File: config.mk
export PLATFORM = sky130hd
export DESIGN_NAME = ras_error_record_access
export DESIGN_NICKNAME = d
export VERILOG_FILES = /design/src/logic/ras_index_pkg.sv /design/src/logic/ras_access_check.sv /design/src/logic/ras_error_record_access.sv
export VERILOG_INCLUDE_DIRS = /design/src /design/src/logic
export SDC_FILE = /design/constraint.sdc
export NUM_CORES = 1
export LEC_CHECK = 0
export BUFFER_PORTS_ARGS = -buffer_cell sky130_fd_sc_hd__buf_2
export CAP_MARGIN = 25
export CORE_AREA = 2 2 130 132
export DETAILED_ROUTE_END_ITERATION = 6
export DIE_AREA = 0 0 132 134
export GPL_ROUTABILITY_DRIVEN = 1
export GPL_TIMING_DRIVEN = 0
export PLACE_DENSITY_LB_ADDON = 0.05
export SLEW_MARGIN = 20
export SYNTH_ARGS = -nofsm -noshare
export SYNTH_HDL_FRONTEND = slang
export SYNTH_SLANG_ARGS = --single-unit
File: constraint.sdc
create_clock -name core_clk -period 2.87 [get_ports core_clk]
set_input_delay 0.287 -clock core_clk [delete_from_list [all_inputs] [get_ports core_clk]]
set_output_delay 0.287 -clock core_clk [all_outputs]
set_load 0.05 [all_outputs]
File: src/logic/ras_index_defines.svh
`ifndef RAS_INDEX_DEFINES_SVH
`define RAS_INDEX_DEFINES_SVH

// Encoding of the two index registers and the selected-record window
`define RAS_OP0 2'h3
`define RAS_OP1 3'h0
`define RAS_CRN 4'h5
`define RAS_CRM_INDEX 4'h3
`define RAS_CRM_WINDOW 4'h4
`define RAS_OP2_COUNT 3'h0
`define RAS_OP2_SELECT 3'h1
`define RAS_OP2_WIN_FIRST 3'h0
`define RAS_OP2_WIN_LAST 3'h6

// Field layout and values
`define RAS_FIELD_W 16
`define RAS_RECORD_COUNT 16'h0003
`define RAS_SELECT_RESET 16'h0000
`define RAS_REG_W 64
`define RAS_EC_W 6
`define RAS_EC_SYSREG 6'h18

// Exception level codes
`define RAS_EL0 2'h0
`define RAS_EL1 2'h1
`define RAS_EL2 2'h2
`define RAS_EL3 2'h3

`endif

File: src/logic/ras_index_pkg.sv
`include "ras_index_defines.svh"

package ras_index_pkg;

   // Outcome of one system-register access
   typedef enum logic [1:0] {
      RESP_DONE = 2'b00,
      RESP_UNDEF = 2'b01,
      RESP_TRAP = 2'b10
   } resp_kind_t;

   // Whole state of the access unit
   typedef struct packed {
      logic [`RAS_FIELD_W-1:0] select;
      logic resp_valid;
      resp_kind_t kind;
      logic [1:0] trap_el;
      logic [`RAS_REG_W-1:0] rdata;
   } unit_state_t;

endpackage

File: src/logic/ras_access_check.sv
`timescale 1ns/10ps
`default_nettype none

// Privilege and trap decision for one access; purely combinational
module ras_access_check
   import ras_index_pkg::*;
(
   input wire logic [1:0] current_exception_level,
   input wire logic halted,
   input wire logic secure_debug_disabled,
   input wire logic el2_enabled,
   input wire logic secure_error_reg_trap,
   input wire logic hyp_error_reg_trap,
   input wire logic fine_grain_trap_enable,
   input wire logic fine_trap_bit,
   output logic undefined,
   output logic trap,
   output logic [1:0] trap_el
);

   logic debug_locked;

   // Halted with secure debug off hides the trap to the secure monitor
   assign debug_locked = halted & secure_debug_disabled;

   // Checks in priority order, first match wins
   always_comb
   begin
      undefined = 1'b0;
      trap = 1'b0;
      trap_el = `RAS_EL3;
      case (current_exception_level)
         `RAS_EL0:
         begin
            undefined = 1'b1;
         end
         `RAS_EL1:
         begin
            if (debug_locked && secure_error_reg_trap)
            begin
               undefined = 1'b1;
            end
            else if (el2_enabled && hyp_error_reg_trap)
            begin
               trap = 1'b1;
               trap_el = `RAS_EL2;
            end
            else if (el2_enabled && fine_grain_trap_enable && fine_trap_bit)
            begin
               trap = 1'b1;
               trap_el = `RAS_EL2;
            end
            else if (secure_error_reg_trap)
            begin
               trap = 1'b1;
               trap_el = `RAS_EL3;
            end
         end
         `RAS_EL2:
         begin
            if (debug_locked && secure_error_reg_trap)
            begin
               undefined = 1'b1;
            end
            else if (secure_error_reg_trap)
            begin
               trap = 1'b1;
               trap_el = `RAS_EL3;
            end
         end
         default:
         begin
            undefined = 1'b0;
         end
      endcase
   end

endmodule // ras_access_check

`default_nettype wire

File: src/logic/ras_error_record_access.sv
`timescale 1ns/10ps
`default_nettype none


module ras_error_record_access
   import ras_index_pkg::*;
#(
   parameter logic [`RAS_FIELD_W-1:0] RECORD_COUNT = `RAS_RECORD_COUNT
)
(
   input wire logic core_clk,
   input wire logic rstn,
   input wire logic req_valid,
   input wire logic req_write,
   input wire logic [1:0] req_op0,
   input wire logic [2:0] req_op1,
   input wire logic [3:0] req_crn,
   input wire logic [3:0] req_crm,
   input wire logic [2:0] req_op2,
   input wire logic [`RAS_REG_W-1:0] req_wdata,
   input wire logic [1:0] current_exception_level,
   input wire logic halted,
   input wire logic secure_debug_disabled,
   input wire logic el2_enabled,
   input wire logic secure_error_reg_trap,
   input wire logic hyp_error_reg_trap,
   input wire logic fine_grain_trap_enable,
   input wire logic hyp_fine_read_trap_count,
   input wire logic hyp_fine_read_trap_select,
   input wire logic hyp_fine_write_trap_select,
   input wire logic [`RAS_REG_W-1:0] window_rdata,
   output logic resp_valid,
   output logic resp_done,
   output logic resp_undefined,
   output logic resp_trap,
   output logic [1:0] resp_trap_el,
   output logic [`RAS_EC_W-1:0] resp_syndrome_class,
   output logic [`RAS_REG_W-1:0] resp_rdata,
   output logic [`RAS_FIELD_W-1:0] error_record_select,
   output logic window_valid,
   output logic window_write,
   output logic [2:0] window_op2,
   output logic [`RAS_FIELD_W-1:0] window_index,
   output logic [`RAS_REG_W-1:0] window_wdata
);

   localparam int UPPER_W = `RAS_REG_W - `RAS_FIELD_W;

   unit_state_t state_reg;
   unit_state_t state_next;

   logic in_group;
   logic hit_count;
   logic hit_select;
   logic hit_window;
   logic hit_any;
   logic bad_write;
   logic fine_trap_bit;
   logic chk_undefined;
   logic chk_trap;
   logic [1:0] chk_trap_el;
   logic granted;
   logic records_present;
   logic [`RAS_REG_W-1:0] error_record_count_reg;
   logic [`RAS_REG_W-1:0] error_record_select_reg;

   // Records exist only when the count is non-zero
   assign records_present = (RECORD_COUNT != `RAS_FIELD_W'(0));

   // Read views of the two registers, upper bits held at zero
   assign error_record_count_reg = {{UPPER_W{1'b0}}, RECORD_COUNT};
   assign error_record_select_reg = {{UPPER_W{1'b0}}, state_reg.select};

   // Common part of the encoding shared by all registers here
   assign in_group = (req_op0 == `RAS_OP0)
      && (req_op1 == `RAS_OP1)
      && (req_crn == `RAS_CRN);

   // Index register decode
   assign hit_count = in_group
      && (req_crm == `RAS_CRM_INDEX)
      && (req_op2 == `RAS_OP2_COUNT);
   assign hit_select = in_group
      && (req_crm == `RAS_CRM_INDEX)
      && (req_op2 == `RAS_OP2_SELECT);

   // Window decode covers record and pseudo-fault registers alike
   assign hit_window = in_group
      && (req_crm == `RAS_CRM_WINDOW)
      && (req_op2 >= `RAS_OP2_WIN_FIRST)
      && (req_op2 <= `RAS_OP2_WIN_LAST);

   assign hit_any = hit_count || hit_select || hit_window;

   // The count register has no write form; a write to it is undefined
   assign bad_write = req_write && hit_count;

   // Fine-grained trap bit that belongs to this access and direction
   always_comb
   begin
      fine_trap_bit = 1'b0;
      if (hit_count && !req_write)
      begin
         fine_trap_bit = hyp_fine_read_trap_count;
      end
      else if (hit_select && !req_write)
      begin
         fine_trap_bit = hyp_fine_read_trap_select;
      end
      else if (hit_select && req_write)
      begin
         fine_trap_bit = hyp_fine_write_trap_select;
      end
   end

   // Privilege and trap ladder
   ras_access_check u_check (
      .current_exception_level(current_exception_level),
      .halted(halted),
      .secure_debug_disabled(secure_debug_disabled),
      .el2_enabled(el2_enabled),
      .secure_error_reg_trap(secure_error_reg_trap),
      .hyp_error_reg_trap(hyp_error_reg_trap),
      .fine_grain_trap_enable(fine_grain_trap_enable),
      .fine_trap_bit(fine_trap_bit),
      .undefined(chk_undefined),
      .trap(chk_trap),
      .trap_el(chk_trap_el)
   );

   // An access completes only when decoded and neither refused nor trapped
   assign granted = req_valid && hit_any && !bad_write && !chk_undefined && !chk_trap;

   // Window strobe to the record store; it answers in the same cycle
   assign window_valid = granted && hit_window;
   assign window_write = req_write;
   assign window_op2 = req_op2;
   assign window_index = state_reg.select;
   assign window_wdata = req_wdata;

   // Next-state logic for the select field and the registered answer
   always_comb
   begin
      state_next = state_reg;
      state_next.resp_valid = req_valid;
      if (req_valid)
      begin
         state_next.rdata = '0;
         state_next.trap_el = `RAS_EL3;
         if (!hit_any || bad_write)
         begin
            // Unclaimed encodings behave as undefined instructions
            state_next.kind = RESP_UNDEF;
         end
         else if (chk_undefined)
         begin
            state_next.kind = RESP_UNDEF;
         end
         else if (chk_trap)
         begin
            state_next.kind = RESP_TRAP;
            state_next.trap_el = chk_trap_el;
         end
         else
         begin
            state_next.kind = RESP_DONE;
            if (hit_count)
            begin
               state_next.rdata = error_record_count_reg;
            end
            else if (hit_select && !req_write)
            begin
               state_next.rdata = error_record_select_reg;
            end
            else if (hit_window && !req_write)
            begin
               state_next.rdata = window_rdata;
            end
            // Writes keep only the low field; the rest is ignored
            if (hit_select && req_write && records_present)
            begin
               state_next.select = req_wdata[`RAS_FIELD_W-1:0];
            end
         end
      end
      // With no records the select field is held at zero
      if (!records_present)
      begin
         state_next.select = '0;
      end
   end

   // State register
   always_ff @(posedge core_clk or negedge rstn)
   begin
      if (!rstn)
      begin
         state_reg.select <= `RAS_SELECT_RESET;
         state_reg.resp_valid <= 1'b0;
         state_reg.kind <= RESP_DONE;
         state_reg.trap_el <= `RAS_EL3;
         state_reg.rdata <= '0;
      end
      else
      begin
         state_reg <= state_next;
      end
   end

   // Answer outputs are all decoded from the registered state
   assign resp_valid = state_reg.resp_valid;
   assign resp_done = state_reg.resp_valid && (state_reg.kind == RESP_DONE);
   assign resp_undefined = state_reg.resp_valid && (state_reg.kind == RESP_UNDEF);
   assign resp_trap = state_reg.resp_valid && (state_reg.kind == RESP_TRAP);
   assign resp_trap_el = state_reg.trap_el;
   // Class stands only with a trap so a stale value is never seen
   assign resp_syndrome_class = resp_trap ? `RAS_EC_SYSREG : `RAS_EC_W'(0);
   assign resp_rdata = state_reg.rdata;
   assign error_record_select = state_reg.select;

endmodule // ras_error_record_access

`default_nettype wire

* Word level (Yosys, flattened, before mapping)
Cells that the tools add are included. W data, S select, Z words.
Storage, ports and cells: bits in registers 85, bits in latches 0, memory bits (writable) 0, ROM bits 0, input bits 159, output and inout port bits 177, logic and storage cells 85, memories 0
Cells by class: add/sub/neg operators 0, multipliers 0, div/mod/pow operators 0, $lt $le $gt $ge 2, equality and inequality tests 9, shift-type cells 0, mux-type cells 26, bitwise operators 4, reduce and logical (&&, ||, !) cells 39
Operators by type and width (count):
- $mux W64 | 4
- $mux W66 | 2
- $logic_and A1 B1 Y1 | 25
- $mux W2 | 7
- $mux W1 | 10
- $eq A4 B3 Y1 const B | 2
- $eq A2 B2 Y1 const B | 3
- $logic_not A3 Y1 | 2
- $logic_not A1 Y1 | 5
- $mux W5 | 1
- $reduce_and A5 Y1 | 1
- $eq A2 B1 Y1 const B | 2
- $eq A4 B2 Y1 const B | 1
- $logic_not A2 Y1 | 2
- $pmux W1 S2 | 2
- $eq A3 B1 Y1 const B | 1
- $ge A3 B1 Y1 const B | 1
- $le A3 B3 Y1 const B | 1
- $logic_or A1 B1 Y1 | 3
- $not A1 Y1 | 3
- $reduce_or A2 Y1 | 1
- $and A1 B1 Y1 | 1

* Logic depth before layout (Yosys ltp)
Gate-level depths: netlist (run 1).
depth in word-level cells 17, gate-level depth with buffers 10, depth with buffers taken out 8

* Hierarchy
From an unflattened synthesis (run 1), not the netlist that was laid out.
Unflattened totals: cells, all modules 436, area, all modules 4903.5 µm²
By module, submodules not included:
- ras_error_record_access | times used 1, cells each 418, area an instance 4780.8 µm², sequential area each 2129.5 µm²
- ras_access_check | times used 1, cells each 18, area an instance 122.6 µm², sequential area each 0.0 µm²

* Least setup slack after synthesis (run 1)
OpenSTA, ideal clock, no wires.
kind input to output, from in current_exception_level[0], to out window_valid, arrival time 2.925 ns, data required time 2.583 ns, path slack -0.342 ns, stages on the path 9, path buffers 2, path through inv_1 -> ha_1 -> a41oi_1 -> nor2_1 -> a2111o_1 -> or2_2 -> buf_2 -> buf_2 -> nor3_1
Between the ends: cells in the longest elaborated chain, start to end 7, elaborated cells on any way between the ends 11, classes of those cells 2 x eq/ne; 2 x mux; 7 x reduce/logical
Ends and longest elaborated chain:
- start: declaration | RTL line ras_error_record_access.sv:21 | input wire logic [1:0] current_exception_level,
- $eq A2 B1 Y1 or $eq A2 B2 Y1 (tied branches) | RTL line ras_access_check.sv:32 | case (current_exception_level)
- $reduce_or A2 Y1 (no source line)
- $pmux W1 S2 | RTL line ras_access_check.sv:32
- $logic_not A1 Y1 | RTL line ras_error_record_access.sv:132 | assign granted = req_valid && hit_any && !bad_write && !chk_undefined && !chk_trap;
- $logic_and A1 B1 Y1 | RTL line ras_error_record_access.sv:132
- $logic_and A1 B1 Y1 (*) | RTL line ras_error_record_access.sv:132
- $logic_and A1 B1 Y1 (*) | RTL line ras_error_record_access.sv:135 | assign window_valid = granted && hit_window;
- end: declaration | RTL line ras_error_record_access.sv:40 | output logic window_valid,
Mark *: on every way between the ends. The rest lies on a longest branch, timed or not.

* Final worst setup path (run 1)
from in req_op1[1], to out window_valid
Between the ends: cells in the longest elaborated chain, start to end 17, elaborated cells on any way between the ends 30, classes of those cells 7 x mux; 23 x reduce/logical
Ends and longest elaborated chain:
- start: declaration | RTL line ras_error_record_access.sv:16 | input wire logic [2:0] req_op1,
- $logic_not A3 Y1 (no source line) (*)
- $logic_and A1 B1 Y1 (*) (2 in a row) | RTL line ras_error_record_access.sv:75 | assign in_group = (req_op0 == `RAS_OP0)
- $logic_and A1 B1 Y1 | RTL line ras_error_record_access.sv:80, ras_error_record_access.sv:83
- $logic_and A1 B1 Y1 | RTL line ras_error_record_access.sv:83 | assign hit_select = in_group
- $logic_and A1 B1 Y1 | RTL line ras_error_record_access.sv:110 | else if (hit_select && req_write)
- $mux W1 | RTL line ras_error_record_access.sv:110
- $mux W1 | RTL line ras_error_record_access.sv:106 | else if (hit_select && !req_write)
- $mux W1 | RTL line ras_error_record_access.sv:102 | if (hit_count && !req_write)
- $logic_and A1 B1 Y1 | RTL line ras_access_check.sv:48 | else if (el2_enabled && fine_grain_trap_enable && fine_trap_bit)
- $mux W1 | RTL line ras_access_check.sv:48
- $mux W1 | RTL line ras_access_check.sv:43 | else if (el2_enabled && hyp_error_reg_trap)
- $mux W1 | RTL line ras_access_check.sv:39 | if (debug_locked && secure_error_reg_trap)
- $pmux W1 S2 | RTL line ras_access_check.sv:32
- $logic_not A1 Y1 | RTL line ras_error_record_access.sv:132
- $logic_and A1 B1 Y1 | RTL line ras_error_record_access.sv:132
- $logic_and A1 B1 Y1 (*) | RTL line ras_error_record_access.sv:135
Marks and branches as above.

==> results_dict.tcl, run 1 <==
set metrics [dict create \
    yosysTopAreaCellShare_pct 43.2 \
    max_slew_margin_pct 53.6 \
    htree_num_levels 3 \
    synthDistinctLibCells 41 \
    synthFlopType "dfrtp_1" \
    insertion_delay_ps 340 \
    hold_viol 0 \
    io_pins 336 \
    ys_ff_latch 84 \
    startpoint_type "input pin" \
    drt_iter0_markers 140 \
    worstSetupPathType "input pin to output port" \
    outcome "complete, no violations" \
    area_growth_syn_to_layout_pct 42.6 \
    seq_area_frac_synth_pct 43.7 \
    place.port_buffers 281 \
    rsz0062_at_grt "no" \
    cp_max_fo 10 \
    regArea_um2 2100 \
    nets 890 \
    ir_drop_uv 276 \
    grt_pass1_wl_um 21100 \
    dp_hpwl_um 10700 \
    viasPerCell 4.19 \
    clock.fmax_mhz 367 \
    antenna_found_initial 0 \
    die_w_um 132 \
    required_ps 2580 \
    dieArea_um2 17700 \
    via_count 3991 \
    drc 0 \
    dr.pass1.iters 4 \
    worstPathCellList "buf_2, nor4_4, nand4_4, a2111o_1, or2_2, buf_2, buf_2, nor3_2, buf_4" \
    wl_um 13700 \
    maxCapViolCount 0 \
    grt_overflow 0 \
    fp.dieH_um 134 \
    fin_cells 952 \
    fin_crit_ps 2720 \
    placed_cells 933 \
    multiInputGateArea_um2 1320 \
    grtUsageTotal_pct 15.1 \
    synth.most_common_cell "buf_4" \
    grt_max_degree 44 \
    diodes 0 \
    final_max_slew_viol_count 0 \
    max_stage_delay_ps 430 \
    synth.top_cells.by_count "172 x buf_4, 83 x dfrtp_1, 48 x a22o_1" \
    fillers 1669 \
    rows 47 \
    crit_top_cell "buf_2" \
    grt_pass1_vias 3993 \
    r2r-end "resp_rdata[1]$_DFFE_PN0P_" \
    post-route-period-util_pct 94.8 \
    synth.area.top_cells "dfrtp_1 43%, buf_4 27%, a22o_1 8.7%" \
    fin_ws_ps 149 \
    async_reset_ff_share_pct 100 \
    synth.largest_area_cell "dfrtp_1" \
    largest_reg_flops 64 \
    ys_warn_count 0 \
    core_area_um2 16300 \
    finClkSkew_ps 3.21 \
    netlist_instances 428 \
    syn-cell-area_um2 4810 \
    synth_edf_count 0 \
    hold_slack_ps 117 \
    utilization_pct 42.1 \
    ctsLongestPathBuffers 2 \
    cts_buffers 9 \
    cts_root_buffer "clkbuf_16" \
    pre_cts_slack_ps -16.8 \
    min_from "req_valid" \
    rrSetupSlack_ps 1960 \
    tightestPinTransition_ps 690 \
    finalSetupViolCount 0 \
    powerDensity_nw_per_um2 406 \
    crit_arrival_ps 2430 \
    end_kind "output port" \
    hold_class "input pin to flop" \
    min_to "resp_valid$_DFF_PN0_" \
    cts_tree "done" \
    r2r_start "error_record_select[1]$_DFFE_PN0P_" \
    r2r_cells 4 \
    cts.reportedPaths.clkPinSlew_ps 60 \
    ant_nets 0 \
    clock-sinks 84 \
    final_layout_size_suffix_gt1_share_pct 69.4 \
    place_congestion 0.725 \
    syn_area_per_cell_um2 11.2 \
    worstHoldPathCells 1 \
    initial_core_util_pct 29.5 \
    wl_per_cell_um 14.4 \
    slowest_stage "a2111o_1" \
    p_leak_nw 3.96 \
]
[critical path: cells and delay by family]
family	cells	cell delay [ps]
compound gates	1	430
simple gates	4	970
buf+inv	4	720
[routing by layer]
layer / track usage (%) / share of wire [%] / wire length (um) / up-vias
li1: - / - / - / 1928
met1: 18.9 / 42 / 5730 / 1879
met2: 25.1 / 49 / 6700 / 171
met3: 5.25 / 7.7 / 1050 / 13
met4: 3.99 / 1.3 / 178 / 0
met5: 0 / 0 / 0 / -
[worst max-delay path by stage]
stage	from	to	slack (ps)	depth (start not counted)
after detailed placement	req_op1[1]	window_valid	-20	10
after CTS	current_exception_level[0]	window_valid	50	11
after floorplan	current_exception_level[0]	window_valid	90	9
after global placement	req_op1[1]	window_valid	1	10
final	req_op1[1]	window_valid	150	9
after global routing	req_op1[1]	window_valid	20	10
[area by class of cell]
type,count,area share (%)
plain buffers,190,20.0
clock buffers,10,3.48
clock inverters,6,0.693
inverters,9,0.492
multi-input cells,148,19.2
flip-flops and latches,84,30.7
well taps,220,4.01
repair buffers,285,21.4
[cell families (layout without fill, tap and decap cells)]
group,Yosys count,after routing,synth area share (%)
adders and majority gates,4,4,1.04
other,2,5,0.156
muxes,17,17,4.76
buffers and inverters,199,500,29.3
and+or+nand+nor,27,27,4.53
DFF,84,84,43.7
AOI/OAI and AO/OA,95,95,16.5
[cells in the final DEF (no fill, tap or decap), drive strengths merged, types with 2 or more instances in the layout]
cell     synthesis  layout
o21ai            3       3
conb             2       5
buf            179     463
nand2            3       3
a22oi           16      16
nor2             4       4
nand3            2       2
or2              2       2
nand4            3       3
clkinv           0       3
a21oi            2       2
nor3b            4       4
nor3             3       3
clkbuf          11      21
mux2            17      17
o2bb2ai         16      16
dfrtp           83      83
ha               4       4
a22o            48      48
nor4             2       2
inv              9      11
[through the flow]
| stage | instance area, um2 | power (mW) | setup TNS (ps) |
|---|---|---|---|
| 2_1_floorplan | 4830 | 1.52 | 0 |
| 3_3_place_gp | 6510 | 1.69 | 0 |
| 3_5_place_dp | 6540 | 1.70 | -36.3 |
| 4_1_cts | 6850 | 2.84 | 0 |
| 5_1_grt | 6860 | 2.91 | 0 |
| 6_report | 6860 | 2.79 | 0 |
[timing repair]
action,CTS,global route
setup buffers,0,2
endpoints found under the setup margin,1,1
gates resized for setup,2,0
pin swaps,0,1
hold endpoints to repair,41,0
hold buffers,1,0
[power breakdown]
part           total (mW)  switching [mW]  internal, mW  leakage, nW
logic               0.486           0.317         0.169         2.66
registers            1.18        0.000528          1.18         1.16
clock network        1.11           0.497         0.618        0.139
(Power assumes the default switching activity.)
==> run 2: changes to the inputs <==
- CTS_CLUSTER_SIZE: unset -> 16
- MAX_ROUTING_LAYER: unset -> met4
==> results_dict.tcl, run 2 (synthesis gave the netlist of run 1 again) <==
set metrics [dict create \
    outcome "complete, no violations" \
    place_congestion 0.734 \
    diodes 0 \
    post-route-period-util_pct 95.0 \
    tns_ps 0 \
    grt_overflow 0 \
    dp_hpwl_um 10700 \
    end_kind "output port" \
    required_ps 2580 \
    cts_buffers 9 \
    power.total_mw 2.78 \
    fin_ws_ps 142 \
    layout_commonest_cell "buf_2" \
    fin_crit_ps 2730 \
    dieArea_um2 17700 \
    drt_iter0_markers 135 \
    rows 47 \
    nets 890 \
    finalSetupViolCount 0 \
    placed_cells 933 \
    fp.dieH_um 134 \
    final_layout_size_suffix_gt1_share_pct 69.4 \
    largest_reg_flops 64 \
    startpoint_type "input pin" \
    grtUsageTotal_pct 15.6 \
    cts_root_buffer "clkbuf_16" \
    via_count 3993 \
    hold_class "input pin to flop" \
    ctsLongestPathBuffers 2 \
    grt_max_degree 44 \
    fillers 1669 \
    final_cell_mix "285 x buf_2, 175 x buf_4, 83 x dfrtp_1, 48 x a22o_1" \
    place.port_buffers 281 \
    worstSetupPathType "input pin to output port" \
    fin_cells 952 \
    p_leak_nw 3.96 \
    finClkSkew_ps 2.45 \
    powerDensity_nw_per_um2 406 \
    clock-sinks 84 \
    dr.pass1.iters 4 \
    tightestPinTransition_ps 694 \
    core_area_um2 16300 \
    viasPerCell 4.19 \
    crit_arrival_ps 2440 \
    cp_max_fo 10 \
    cts_tree "done" \
    hold_viol 0 \
    antenna_found_initial 0 \
    area_growth_syn_to_layout_pct 42.6 \
    pre_cts_slack_ps -16.8 \
    htree_num_levels 3 \
    die_w_um 132 \
    io_pins 336 \
    wl_um 13700 \
    drc 0 \
    ir_drop_uv 276 \
    maxCapViolCount 0 \
    rsz0062_at_grt "no" \
    grt_pass1_wl_um 21100 \
    wl_per_cell_um 14.3 \
    grt_pass1_vias 3993 \
    stdcell_area_um2 6860 \
    placed_area_um2 6540 \
    max_slew_margin_pct 53.4 \
    insertion_delay_ps 340 \
    initial_core_util_pct 29.5 \
    cts.reportedPaths.clkPinSlew_ps 60 \
    ant_nets 0 \
    final_max_slew_viol_count 0 \
    clock.fmax_mhz 367 \
]
-- run 2: cell counts in the layout (fill, tap and decap cells not counted) --
No cell type changed its count.
-- run 2: repair_timing --
action                                 CTS  global route
setup endpoints to repair                1             1
hold buffers                             1             0
gates cloned                             0             0
buffers inserted                         0             2
gates resized for setup                  2             0
endpoints found under the hold margin   41             0
pin swaps                                0             1
-- run 2: metal layers --
metal / share of wire [%] / vias to the layer above / wire [um] / track usage, %
li1: - / 1928 / - / -
met1: 42 / 1879 / 5730 / 19.1
met2: 49 / 174 / 6730 / 25.1
met3: 7.5 / 12 / 1030 / 4.88
met4: 1.2 / 0 / 170 / 3.80
met5: 0 / - / 0 / -
-- run 2: path summary, 6_finish.rpt --
check,startpoint,endpoint,slack (ps),cells after the start
min in group asynchronous,rstn,resp_rdata[58]$_DFFE_PN0P_,430,2
worst min register to register,resp_rdata[9]$_DFFE_PN0P_,resp_rdata[9]$_DFFE_PN0P_,490,1
worst max register to register,error_record_select[1]$_DFFE_PN0P_,resp_rdata[1]$_DFFE_PN0P_,1950,4
worst min-delay path,req_valid,resp_valid$_DFF_PN0_,120,1
worst max-delay path,req_op1[1],window_valid,140,9
max in group asynchronous,rstn,resp_trap_el[0]$_DFFE_PN1P_,1820,3
-- run 2: report_power, final --
group	internal, mW	total (mW)	switching (mW)
sequential	1.18	1.18	0.000528
combinational	0.169	0.487	0.317
clock	0.618	1.11	0.495
total	1.97	2.78	0.813
-- run 2: layout make-up --
class / instances / area (um2) / share of cell area (%)
Sequential cell: 84 / 2100 / 30.7
Buffer: 190 / 1370 / 20.0
Inverter: 9 / 33.8 / 0.492
Clock inverter: 6 / 47.5 / 0.693
Timing Repair Buffer: 285 / 1470 / 21.4
Multi-Input combinational cell: 148 / 1320 / 19.2
Clock buffer: 10 / 239 / 3.48
Tap cell: 220 / 275 / 4.01
-- run 2: per-stage QoR --
step	hold WS [ps]	util, %
2_1_floorplan	-8.59	-
3_3_place_gp	467	40.0
3_5_place_dp	233	40.2
4_1_cts	94.8	42.0
5_1_grt	104	42.1
6_report	119	42.1
-- run 2: worst max-delay path, stage by stage --
cell and delay, ps:
buf_2 110, nor4_4 370, nand4_4 190, a2111o_1 430
or2_2 300, buf_2 180, buf_2 210, nor3_2 110
buf_4 220
